**src/rtl/lke_map.svh**
```systemverilog
`ifndef LKE_MAP_SVH
`define LKE_MAP_SVH

// Register byte offsets on the APB side.
`define LKE_OFF_CTRL        12'h100
`define LKE_OFF_INPUT       12'h104
`define LKE_OFF_OUTPUT      12'h108
`define LKE_OFF_STATUS      12'h10c

// Legacy I/O port addresses seen by application software.
`define LKE_PORT_DATA       16'h0060
`define LKE_PORT_CMD        16'h0064

// Command byte that opens a Gate A20 sequence.
`define LKE_CMD_A20         8'hd1

// Status byte field positions.
`define LKE_ST_PARITY       7
`define LKE_ST_TIMEOUT      6
`define LKE_ST_AUX          5
`define LKE_ST_INHIBIT      4
`define LKE_ST_CMD          3
`define LKE_ST_FLAG         2
`define LKE_ST_INFULL       1
`define LKE_ST_OUTFULL      0

// Control register field positions.
`define LKE_CT_A20STATE     8
`define LKE_CT_IRQ12ACT     7
`define LKE_CT_IRQ1ACT      6
`define LKE_CT_A20SEQ       5
`define LKE_CT_EXTEN        4
`define LKE_CT_IRQGATE      3
`define LKE_CT_CHARWAIT     2
`define LKE_CT_EMULIRQ      1
`define LKE_CT_EMULON       0

// Reset values.
`define LKE_RST_BYTE        8'h00
`define LKE_RST_WORD        32'h0000_0000

`endif

```
**src/rtl/lke_pkg.sv**
```systemverilog
package lke_pkg;

  // One legacy I/O access from application software, valid for one cycle.
  typedef struct packed {
    logic        valid;
    logic        write;
    logic [15:0] addr;
    logic [7:0]  data;
  } lke_io_req_t;

  // Decoded legacy port events, each a one-cycle pulse.
  typedef struct packed {
    logic       wr_data;
    logic       wr_cmd;
    logic       rd_data;
    logic       rd_cmd;
    logic [7:0] byte_val;
  } lke_io_evt_t;

endpackage

```
**src/rtl/lke_flag_cell.sv**
```systemverilog
`timescale 1ns/10ps
`default_nettype none

// One status or control flag: hardware set, software load, hardware clear.
module lke_flag_cell
  import lke_pkg::*;
(
  input  wire logic pclk,
  input  wire logic presetn,
  input  wire logic ce,
  input  wire logic set,
  input  wire logic load,
  input  wire logic load_val,
  input  wire logic clr,
  output var  logic q
);

  logic q_d;

  // A hardware set always wins, so an event never hides behind a write.
  always_comb begin
    if (set) begin
      q_d = 1'b1;
    end else if (load) begin
      q_d = load_val;
    end else if (clr) begin
      q_d = 1'b0;
    end else begin
      q_d = q;
    end
  end

  // State only moves while the clock enable is high.
  always_ff @(posedge pclk or negedge presetn) begin
    if (!presetn) begin
      q <= 1'b0;
    end else if (ce) begin
      q <= q_d;
    end
  end

endmodule

`default_nettype wire

```
**src/rtl/lke_io_decode.sv**
```systemverilog
`timescale 1ns/10ps
`default_nettype none

`include "lke_map.svh"

// Turns a raw legacy I/O access into port 60H and 64H pulses.
module lke_io_decode
  import lke_pkg::*;
(
  input  wire logic        emul_on,
  input  wire lke_io_req_t req,
  output wire lke_io_evt_t evt
);

  logic hit_data;
  logic hit_cmd;

  // Nothing is decoded while emulation is off, so the legacy ports stay silent.
  assign hit_data = emul_on & req.valid & (req.addr == `LKE_PORT_DATA);
  assign hit_cmd  = emul_on & req.valid & (req.addr == `LKE_PORT_CMD);

  // Direction split of each decoded access.
  assign evt.wr_data  = hit_data & req.write;
  assign evt.wr_cmd   = hit_cmd & req.write;
  assign evt.rd_data  = hit_data & ~req.write;
  assign evt.rd_cmd   = hit_cmd & ~req.write;
  assign evt.byte_val = req.data;

endmodule

`default_nettype wire

```
**src/rtl/lke_emul_top.sv**
```systemverilog
// Functional notes
// - A read of port 60H returns the output byte, bits 7:0.
// - Status bit 7 reports a parity error on keyboard or mouse data.
// - Status bit 6 reports a time-out to software.
// - IRQ12 is driven when aux full, output full and irq gate are set.
// - Status bit 4 reads one when the keyboard is not inhibited.
// - Write to 60H clears status bit 3; write to 64H sets it.
// - Status bit 2 is a software flag, written and read back.
// - Writes to 60H or 64H set input full, except a 60H write during a Gate A20 sequence.
// - Input full with emulation enabled raises the emulation interrupt condition.
// - A read of port 60H clears output full.
// - Irq gate set and aux full clear drive IRQ1 while output full.
// - Output full clear with char pending set raises the emulation interrupt.
// - Writing D1H to 64H sets the A20 sequence flag; other values clear it.
// - Port decode and all interrupts but the external irq path work only while emulation is enabled.
// - Bytes written to 60H or 64H are captured in the input byte.
//
// Added by the designer: the APB slave port.
`timescale 1ns/10ps
`default_nettype none

`include "lke_map.svh"

module lke_emul_top
  import lke_pkg::*;
(
  input  wire logic        pclk,
  input  wire logic        presetn,
  input  wire logic        ce,
  input  wire logic        psel,
  input  wire logic        penable,
  input  wire logic        pwrite,
  input  wire logic [11:0] paddr,
  input  wire logic [31:0] pwdata,
  output var  logic [31:0] prdata,
  output var  logic        pready,
  output var  logic        pslverr,
  input  wire lke_io_req_t io_req,
  output var  logic [7:0]  io_rdata,
  input  wire logic        kbd_not_inhibited,
  input  wire logic        a20_state_in,
  input  wire logic        kbc_irq1,
  input  wire logic        kbc_irq12,
  output var  logic        irq1,
  output var  logic        irq12,
  output var  logic        emul_irq
);

  lke_io_evt_t evt;

  logic        apb_setup;
  logic        apb_done;
  logic        wr_ctrl;
  logic        wr_output;
  logic        wr_status;
  logic        addr_hit;
  logic [31:0] rd_mux;

  logic        legacy_emul_on;
  logic        char_wait_flag;
  logic        legacy_irq_gate;
  logic        ext_irq_en;
  logic        a20_seq_active;
  logic        irq1_seen;
  logic        irq12_seen;
  logic        kbc_irq1_q;
  logic        kbc_irq12_q;

  logic        parity_err;
  logic        timeout_flag;
  logic        mouse_byte_flag;
  logic        cmd_data_flag;
  logic        sys_flag;
  logic        in_buf_loaded;
  logic        out_buf_loaded;

  logic [7:0]  emulated_input_byte_q;
  logic [7:0]  emulated_output_byte_q;
  logic [7:0]  emulated_legacy_status;
  logic [31:0] emulation_control_reg;
  logic        emul_cond;
  logic        a20_exempt;

  // Legacy I/O decode; it sees the enable so a disabled block ignores the ports.
  lke_io_decode u_decode (
    .emul_on (legacy_emul_on),
    .req     (io_req),
    .evt     (evt)
  );

  // APB phases. A write takes effect only at the edge that ends the access.
  assign apb_setup = psel & ~penable;
  assign apb_done  = ce & psel & penable & pready;
  assign wr_ctrl   = apb_done & pwrite & (paddr == `LKE_OFF_CTRL);
  assign wr_output = apb_done & pwrite & (paddr == `LKE_OFF_OUTPUT);
  assign wr_status = apb_done & pwrite & (paddr == `LKE_OFF_STATUS);

  // Address decode; anything outside the four words answers with an error.
  assign addr_hit = (paddr == `LKE_OFF_CTRL)   | (paddr == `LKE_OFF_INPUT) |
                    (paddr == `LKE_OFF_OUTPUT) | (paddr == `LKE_OFF_STATUS);

  // A write to 60H while the A20 sequence is open is handled in hardware.
  assign a20_exempt = evt.wr_data & a20_seq_active;

  // Control register fields.

  // Plain software bits of the control word.
  always_ff @(posedge pclk or negedge presetn) begin
    if (!presetn) begin
      legacy_emul_on  <= 1'b0;
      char_wait_flag  <= 1'b0;
      legacy_irq_gate <= 1'b0;
      ext_irq_en      <= 1'b0;
    end else if (ce && wr_ctrl) begin
      legacy_emul_on  <= pwdata[`LKE_CT_EMULON];
      char_wait_flag  <= pwdata[`LKE_CT_CHARWAIT];
      legacy_irq_gate <= pwdata[`LKE_CT_IRQGATE];
      ext_irq_en      <= pwdata[`LKE_CT_EXTEN];
    end
  end

  // The A20 sequence flag only moves on command port writes.
  lke_flag_cell u_a20_seq (
    .pclk     (pclk),
    .presetn  (presetn),
    .ce       (ce),
    .set      (evt.wr_cmd & (evt.byte_val == `LKE_CMD_A20)),
    .load     (1'b0),
    .load_val (1'b0),
    .clr      (evt.wr_cmd & (evt.byte_val != `LKE_CMD_A20)),
    .q        (a20_seq_active)
  );

  // Previous levels of the keyboard controller interrupts for edge detection.
  always_ff @(posedge pclk or negedge presetn) begin
    if (!presetn) begin
      kbc_irq1_q  <= 1'b0;
      kbc_irq12_q <= 1'b0;
    end else if (ce) begin
      kbc_irq1_q  <= kbc_irq1;
      kbc_irq12_q <= kbc_irq12;
    end
  end

  // Rising edges are caught and held; software writes one to clear them.
  lke_flag_cell u_irq1_seen (
    .pclk     (pclk),
    .presetn  (presetn),
    .ce       (ce),
    .set      (kbc_irq1 & ~kbc_irq1_q),
    .load     (1'b0),
    .load_val (1'b0),
    .clr      (wr_ctrl & pwdata[`LKE_CT_IRQ1ACT]),
    .q        (irq1_seen)
  );

  lke_flag_cell u_irq12_seen (
    .pclk     (pclk),
    .presetn  (presetn),
    .ce       (ce),
    .set      (kbc_irq12 & ~kbc_irq12_q),
    .load     (1'b0),
    .load_val (1'b0),
    .clr      (wr_ctrl & pwdata[`LKE_CT_IRQ12ACT]),
    .q        (irq12_seen)
  );

  // Status byte fields.

  // Parity, time-out, aux full and the system flag are software owned.
  always_ff @(posedge pclk or negedge presetn) begin
    if (!presetn) begin
      parity_err      <= 1'b0;
      timeout_flag    <= 1'b0;
      mouse_byte_flag <= 1'b0;
      sys_flag        <= 1'b0;
    end else if (ce && wr_status) begin
      parity_err      <= pwdata[`LKE_ST_PARITY];
      timeout_flag    <= pwdata[`LKE_ST_TIMEOUT];
      mouse_byte_flag <= pwdata[`LKE_ST_AUX];
      sys_flag        <= pwdata[`LKE_ST_FLAG];
    end
  end

  // Command or data indicator follows the last legacy port written.
  lke_flag_cell u_cmd_data (
    .pclk     (pclk),
    .presetn  (presetn),
    .ce       (ce),
    .set      (evt.wr_cmd),
    .load     (wr_status & ~evt.wr_data),
    .load_val (pwdata[`LKE_ST_CMD]),
    .clr      (evt.wr_data),
    .q        (cmd_data_flag)
  );

  // Input full: a port write sets it and beats a clearing software write.
  lke_flag_cell u_in_full (
    .pclk     (pclk),
    .presetn  (presetn),
    .ce       (ce),
    .set      ((evt.wr_data | evt.wr_cmd) & ~a20_exempt),
    .load     (wr_status),
    .load_val (pwdata[`LKE_ST_INFULL]),
    .clr      (1'b0),
    .q        (in_buf_loaded)
  );

  // Output full: software loads it with a new byte, a port 60H read clears it.
  // A software load in the same cycle as the read wins, since it is fresh data.
  lke_flag_cell u_out_full (
    .pclk     (pclk),
    .presetn  (presetn),
    .ce       (ce),
    .set      (1'b0),
    .load     (wr_status),
    .load_val (pwdata[`LKE_ST_OUTFULL]),
    .clr      (evt.rd_data),
    .q        (out_buf_loaded)
  );

  // Assembled status byte; bit 4 is a live view of the inhibit switch.
  assign emulated_legacy_status = {
    parity_err,
    timeout_flag,
    mouse_byte_flag,
    kbd_not_inhibited,
    cmd_data_flag,
    sys_flag,
    in_buf_loaded,
    out_buf_loaded
  };

  // Data bytes.

  // Every byte software writes to either legacy port while emulation is on lands in the input byte.
  always_ff @(posedge pclk or negedge presetn) begin
    if (!presetn) begin
      emulated_input_byte_q <= `LKE_RST_BYTE;
    end else if (ce && (evt.wr_data || evt.wr_cmd)) begin
      emulated_input_byte_q <= evt.byte_val;
    end
  end

  // The output byte is filled by the emulation software over APB.
  always_ff @(posedge pclk or negedge presetn) begin
    if (!presetn) begin
      emulated_output_byte_q <= `LKE_RST_BYTE;
    end else if (ce && wr_output) begin
      emulated_output_byte_q <= pwdata[7:0];
    end
  end

  // Legacy read data is latched per read, so it holds between accesses.
  always_ff @(posedge pclk or negedge presetn) begin
    if (!presetn) begin
      io_rdata <= `LKE_RST_BYTE;
    end else if (ce) begin
      if (evt.rd_data) begin
        io_rdata <= emulated_output_byte_q;
      end else if (evt.rd_cmd) begin
        io_rdata <= emulated_legacy_status;
      end
    end
  end

  // Interrupts.

  // Static decode of the emulation interrupt condition.
  // The external path is independent of the emulation enable by design.
  assign emul_cond = (legacy_emul_on &
                      (in_buf_loaded |
                       (~out_buf_loaded & char_wait_flag))) |
                     (ext_irq_en & (irq1_seen | irq12_seen));

  // Interrupt outputs are registered, so they lag their cause by one cycle.
  always_ff @(posedge pclk or negedge presetn) begin
    if (!presetn) begin
      irq1     <= 1'b0;
      irq12    <= 1'b0;
      emul_irq <= 1'b0;
    end else if (ce) begin
      irq1     <= legacy_emul_on & legacy_irq_gate &
                  out_buf_loaded & ~mouse_byte_flag;
      irq12    <= legacy_emul_on & legacy_irq_gate &
                  out_buf_loaded & mouse_byte_flag;
      emul_irq <= emul_cond;
    end
  end

  // APB read path.

  // Full control word as software sees it; unused upper bits read zero.
  always_comb begin
    emulation_control_reg                     = `LKE_RST_WORD;
    emulation_control_reg[`LKE_CT_A20STATE]   = a20_state_in;
    emulation_control_reg[`LKE_CT_IRQ12ACT]   = irq12_seen;
    emulation_control_reg[`LKE_CT_IRQ1ACT]    = irq1_seen;
    emulation_control_reg[`LKE_CT_A20SEQ]     = a20_seq_active;
    emulation_control_reg[`LKE_CT_EXTEN]      = ext_irq_en;
    emulation_control_reg[`LKE_CT_IRQGATE]    = legacy_irq_gate;
    emulation_control_reg[`LKE_CT_CHARWAIT]   = char_wait_flag;
    emulation_control_reg[`LKE_CT_EMULIRQ]    = emul_cond;
    emulation_control_reg[`LKE_CT_EMULON]     = legacy_emul_on;
  end

  // Read multiplexer; byte registers sit in the low lane.
  always_comb begin
    rd_mux = `LKE_RST_WORD;
    case (paddr)
      `LKE_OFF_CTRL: begin
        rd_mux = emulation_control_reg;
      end
      `LKE_OFF_INPUT: begin
        rd_mux = {24'h00_0000, emulated_input_byte_q};
      end
      `LKE_OFF_OUTPUT: begin
        rd_mux = {24'h00_0000, emulated_output_byte_q};
      end
      `LKE_OFF_STATUS: begin
        rd_mux = {24'h00_0000, emulated_legacy_status};
      end
      default: begin
        rd_mux = `LKE_RST_WORD;
      end
    endcase
  end

  // Ready rises for exactly the access phase, giving one wait-free access.
  // Read data is sampled in the setup cycle, so a read sees the state of then.
  always_ff @(posedge pclk or negedge presetn) begin
    if (!presetn) begin
      pready  <= 1'b0;
      prdata  <= `LKE_RST_WORD;
      pslverr <= 1'b0;
    end else if (ce) begin
      pready <= apb_setup;
      if (apb_setup) begin
        prdata  <= pwrite ? `LKE_RST_WORD : rd_mux;
        pslverr <= ~addr_hit;
      end else if (apb_done) begin
        pslverr <= 1'b0;
      end
    end
  end

endmodule

`default_nettype wire

```
**config.mk**
```make
export PLATFORM = sky130hd
export DESIGN_NAME = lke_emul_top
export DESIGN_NICKNAME = d
export VERILOG_FILES = /design/src/rtl/lke_pkg.sv /design/src/rtl/lke_flag_cell.sv /design/src/rtl/lke_io_decode.sv /design/src/rtl/lke_emul_top.sv
export VERILOG_INCLUDE_DIRS = /design/src /design/src/rtl
export SDC_FILE = /design/constraint.sdc
export NUM_CORES = 1
export LEC_CHECK = 0
export ABC_CLOCK_PERIOD_IN_PS = 1750
export BUFFER_PORTS_ARGS = -buffer_cell sky130_fd_sc_hd__buf_2
export CORE_ASPECT_RATIO = 1.1
export CORE_MARGIN = 1
export CORE_UTILIZATION = 43
export DETAILED_ROUTE_END_ITERATION = 6
export PLACE_DENSITY = 0.87
export SYNTH_ARGS = -nofsm -noshare
export SYNTH_HDL_FRONTEND = slang
export SYNTH_HIERARCHICAL = 1
export SYNTH_SLANG_ARGS = --single-unit
```
**constraint.sdc**
```tcl
create_clock -name pclk -period 1.75 [get_ports pclk]
set_input_delay 0.35 -clock pclk [delete_from_list [all_inputs] [get_ports pclk]]
set_output_delay 0.35 -clock pclk [all_outputs]
set_load 0.01 [all_outputs]
```
# [Yosys cells after proc, flatten, opt, wreduce, memory -nomap -nowiden]
# Index checks and enable logic that the tools add are counted.
[word_totals] rom_bits=0 ff_bits=77 latch_bits=0 n_memories=0 ramBits=0 elab_cells=121
[op_classes] n_eq_ne=8 order_cmp=0 div_mod_pow=0 addsub=0 bitwise=47 n_mux=19 n_mul=0 n_shift=0 n_reduce_logical=22
[ops] op="== test 12 x 9 -> 1 bit, second input constant" n=4
[ops] op="one-hot mux 9 bit (4 select lines)" n=1
[ops] op="== test 16 x 7 -> 1 bit, second input constant" n=2
[ops] op="two-way mux 32 bit" n=1
[ops] op="AND 1 bit" n=31
[ops] op="AND reduction 2 bit" n=9
[ops] op="two-way mux 8 bit" n=2
[ops] op="two-way mux 1 bit" n=15
[ops] op="nonzero test 2 bit" n=7
[ops] op="NOT 1 bit" n=9
[ops] op="== test 8 bit, second input constant" n=1
[ops] op="!= test 8 bit, second input constant" n=1
[ops] op="bitwise OR 1 bit" n=7
[ops] op="logical AND 1 bit" n=4
[ops] op="nonzero test 3 bit" n=1
[ops] op="logical OR 1 bit" n=1

# [Depth between registers and ports, before layout]
[logic_depth] depth_word=8 mapped_depth=7 ltp_nobuf=7

# [Cells and area by module]
# Netlist, hierarchy kept.
[by_module_without_submodules] module="lke_emul_top" cells_per_inst=203 instances=1 seq_area_each_um2=1201.2 area_per_inst_um2=2487.4
[by_module_without_submodules] module="lke_flag_cell" cells_per_inst=4 instances=6 seq_area_each_um2=25.0 area_per_inst_um2=46.3
[by_module_without_submodules] module="lke_io_decode" cells_per_inst=21 instances=1 seq_area_each_um2=0.0 area_per_inst_um2=156.4

# [Worst setup path after synthesis]
# Ideal clock, no wire load.
[synth_path] kind="input to register" from="input port io_req[20] (netlist name)" to="register emulated_input_byte_q[0]" n_path_buf=0 t_required_ns=1.625 arrival_ns=1.775 path_slack_ns=-0.150 path_stages=5 path_cell_list="nor4b_2 -> nand4_2 -> nor4b_2 -> o21ai_1 -> mux2_2"
[synth_lines] element="from (decl)" line="lke_emul_top.sv:38" source="input wire lke_io_req_t io_req,"
[synth_lines] element="to (signal assigned)" line="lke_emul_top.sv:239" source="emulated_input_byte_q <= `LKE_RST_BYTE;"
[synth_lines] element="to (signal assigned)" line="lke_emul_top.sv:241" source="emulated_input_byte_q <= evt.byte_val;"
[synth_lines] element="to (decl)" line="lke_emul_top.sv:77" source="logic [7:0] emulated_input_byte_q;"

==> impl_metrics.json <==
{
  "cts_buffers": 5,
  "synthArstFlopShare": 1.00,
  "worstSetupEndpointType": "flip-flop",
  "cp-start-kind": "primary input",
  "p_leak_nw": 1.89,
  "core-area_mm2": 0.00659,
  "setup_viol": 0,
  "routed_wirelength_mm": 7.09,
  "crit_chain": "buf_2 > nor4b_4 > nand4_2 > nor4b_4 > buf_4 > mux2i_1 > a21o_1 > a22o_1",
  "power.density_mw_per_mm2": 677,
  "fillers": 570,
  "cpLargestDelayFamily": "simple AND/OR/NAND/NOR gates",
  "post_route_cells_drive_above_1_share": 0.443,
  "fin_ws_ns": 0.0651,
  "initial_core_util": 0.443,
  "crit_type": "in -> reg",
  "gr-total-overflow": 0,
  "p_total_mw": 2.43,
  "slew_violations": 0,
  "rsz0062_at_grt": "yes",
  "antenna_found_initial": 0,
  "drv_cap": 0,
  "cts_tree": "built",
  "dr.pass1.iters": 4,
  "clk_pin_slew_ns": 0.10,
  "clock-root-buffer": "clkbuf_8",
  "first_global_vias": 2336,
  "grt_max_degree": 55,
  "fin_util": 0.544,
  "fin_crit_ns": 1.68,
  "die_y_um": 88.5,
  "finalClockSkew_ns": 0.00878,
  "netlist_area_mm2": 0.00292,
  "hold_slack_ns": 0.0115,
  "cts_hold_buf": 0,
  "outcome": "finished clean",
  "row_count": 31,
  "num_io_pins": 125,
  "cts.path.max_buffers": 2,
  "clock-sinks": 54,
  "max_freq_mhz": 594,
  "post_cts_buffers": 0,
  "grt_pass1_wl_mm": 11.3,
  "dp_slack_ns": -0.358,
  "areaGrowthSynthToFinish_pct": 22.7,
  "synth-edff-count": 0,
  "hold_class": "in -> async",
  "nets": 424,
  "ys_ff_latch": 54,
  "num_vias": 2328,
  "avgSynthCellArea_um2": 11.8,
  "clk_latency_ns": 0.31,
  "routabilityCongestion": 0.832,
  "final.period_utilization": 0.963,
  "layout.cells.non_filler": 427,
  "dp_hpwl_mm": 5.51,
  "placed_cells": 419,
  "drt-wirelength-per-cell_um": 16.6,
  "yosysUniqueCellTypes": 40,
  "slowest_stage": "nor4b_4",
  "hold_viol": 0,
  "yosys_warnings": 6,
  "drtIter0Drc": 171,
  "grt_usage": 0.213,
  "vias_per_cell": 5.45,
  "critPathMaxFanout": 4,
  "die_width_um": 80.6,
  "ant_nets": 0,
  "synth-main-ff-cell": "dfrtp_1",
  "port_buffers": 77,
  "path_common_cell": "nor4b_4",
  "ir_worst_vdd_mv": 0.427,
  "die_area_mm2": 0.00713,
  "drc": 0,
  "critical_path_buf_inv_count": 2,
  "crit_required_ns": 1.96,
  "ys_seq_area_frac": 0.463,
  "htree_num_levels": 2,
  "slowest_delay_ns": 0.31,
  "critPathArrivalTime_ns": 1.89,
  "n_antenna_cell": 0,
  "netlist_instances": 248
}
[metal layers]
layer	vias up	track usage	wire (um)
li1	1069	-	-
met1	1134	0.256	2770
met3	9	0.0443	507
met5	-	0	0
met4	0	0.0714	125
met2	116	0.379	3690
[cells in the mapped netlist (2+ instances only)]
master     n  share of area
o21ai_1    7          0.012
nor4_1     2         0.0043
a21oi_1   11          0.019
nor2_1     7         0.0090
mux2_4     4          0.021
o21ai_0    6          0.010
nor4b_1    3         0.0090
o22ai_1   18          0.039
mux2_2    23          0.089
nor4b_2    3          0.015
a32o_1     7          0.024
mux2i_1    2         0.0069
mux4_2     7          0.054
buf_4     32          0.082
and3_1     6          0.013
inv_1      7         0.0090
clkbuf_1   3         0.0039
buf_1      2         0.0026
a22o_1     6          0.018
a21o_1     6          0.015
nor2b_1    4         0.0086
dfrtp_1   54           0.46
nand2_1   11          0.014
[sequential cells by signal, summed over array words and instances, names as in the netlist, 8 cells and up]
name and count:
prdata 9, emulated_input_byte_q 8, emulated_output_byte_q 8, io_rdata 8
[cell type report]
class | count | area, um2 | share of cell area
Clock buffer | 5 | 68.8 | 0.0192
Clock inverter | 3 | 47.5 | 0.0133
Inverter | 7 | 26.3 | 0.00733
Multi-Input combinational cell | 181 | 1460 | 0.406
Sequential cell | 54 | 1350 | 0.377
Tap cell | 82 | 103 | 0.0286
Timing Repair Buffer | 95 | 533 | 0.149
[cells by family after synthesis]
| kind of cell | synth area share |
|---|---|
| other cells | 0.00128 |
| mux | 0.170 |
| flops | 0.463 |
| buf+inv | 0.106 |
| compound gates | 0.142 |
| simple gates | 0.118 |
[final timing paths]
path / start / to / slack, ns / depth (start not counted)
worst min-delay path: presetn / prdata[1] / 0.01 / 2
worst min register to register: prdata[8] / prdata[8] / 0.50 / 2
worst max-delay path: io_req[20] / u_in_full/q / 0.07 / 8
max in group asynchronous: presetn / irq1 / 1.49 / 2
min in group pclk: io_req[5] / emulated_input_byte_q[5] / 0.27 / 2
worst max register to register: legacy_emul_on / u_in_full/q / 0.07 / 7
[cells in the final DEF (no fill, tap or decap), drive strengths merged]
cell type   n
nand4       2
nand4b      1
clkbuf      5
mux2i       2
and4b       1
dfrtp      54
nor2b       4
a32o        7
mux2       27
nand2      11
buf        95
bufinv      1
a22o        6
and3        7
mux4        7
o21ai      13
a31oi       1
nand3b      1
nor4        3
a21oi      11
nand3       2
nor4bb      1
conb       34
nor4b       6
inv         9
nor3        1
o22ai      18
nor2        7
a21o        6
and4        1
a2bb2oi     1
[report_power, final]
part | switching [mW] | internal [mW]
Sequential | 0.0158 | 1.27
Clock | 0.437 | 0.437
Combinational | 0.153 | 0.117
Total | 0.606 | 1.82
[metrics by stage]
stage | instance area (um2) | TNS, ns
after detailed placement | 3430 | -5.67
final | 3580 | 0
after global placement | 3430 | -3.61
after floorplan | 3080 | -0.0195
after CTS | 3560 | 0
after global routing | 3580 | -0.0791
[worst reg2reg max path, delay by kind of cell, from the launching register on]
family                 cells  cell delay [ns]
AOI/OAI and AO/OA          2             0.33
buffers and inverters      1             0.19
DFF                        1             0.37
muxes                      1             0.09
and+or+nand+nor            3             0.59
[repair_timing]
| action | in CTS | in global routing |
|---|---|---|
| pin swaps | 1 | 0 |
| resized for setup | 3 | 5 |
| setup endpoints to repair | 15 | 20 |
No activity file was read; power rests on OpenSTA's default activity.
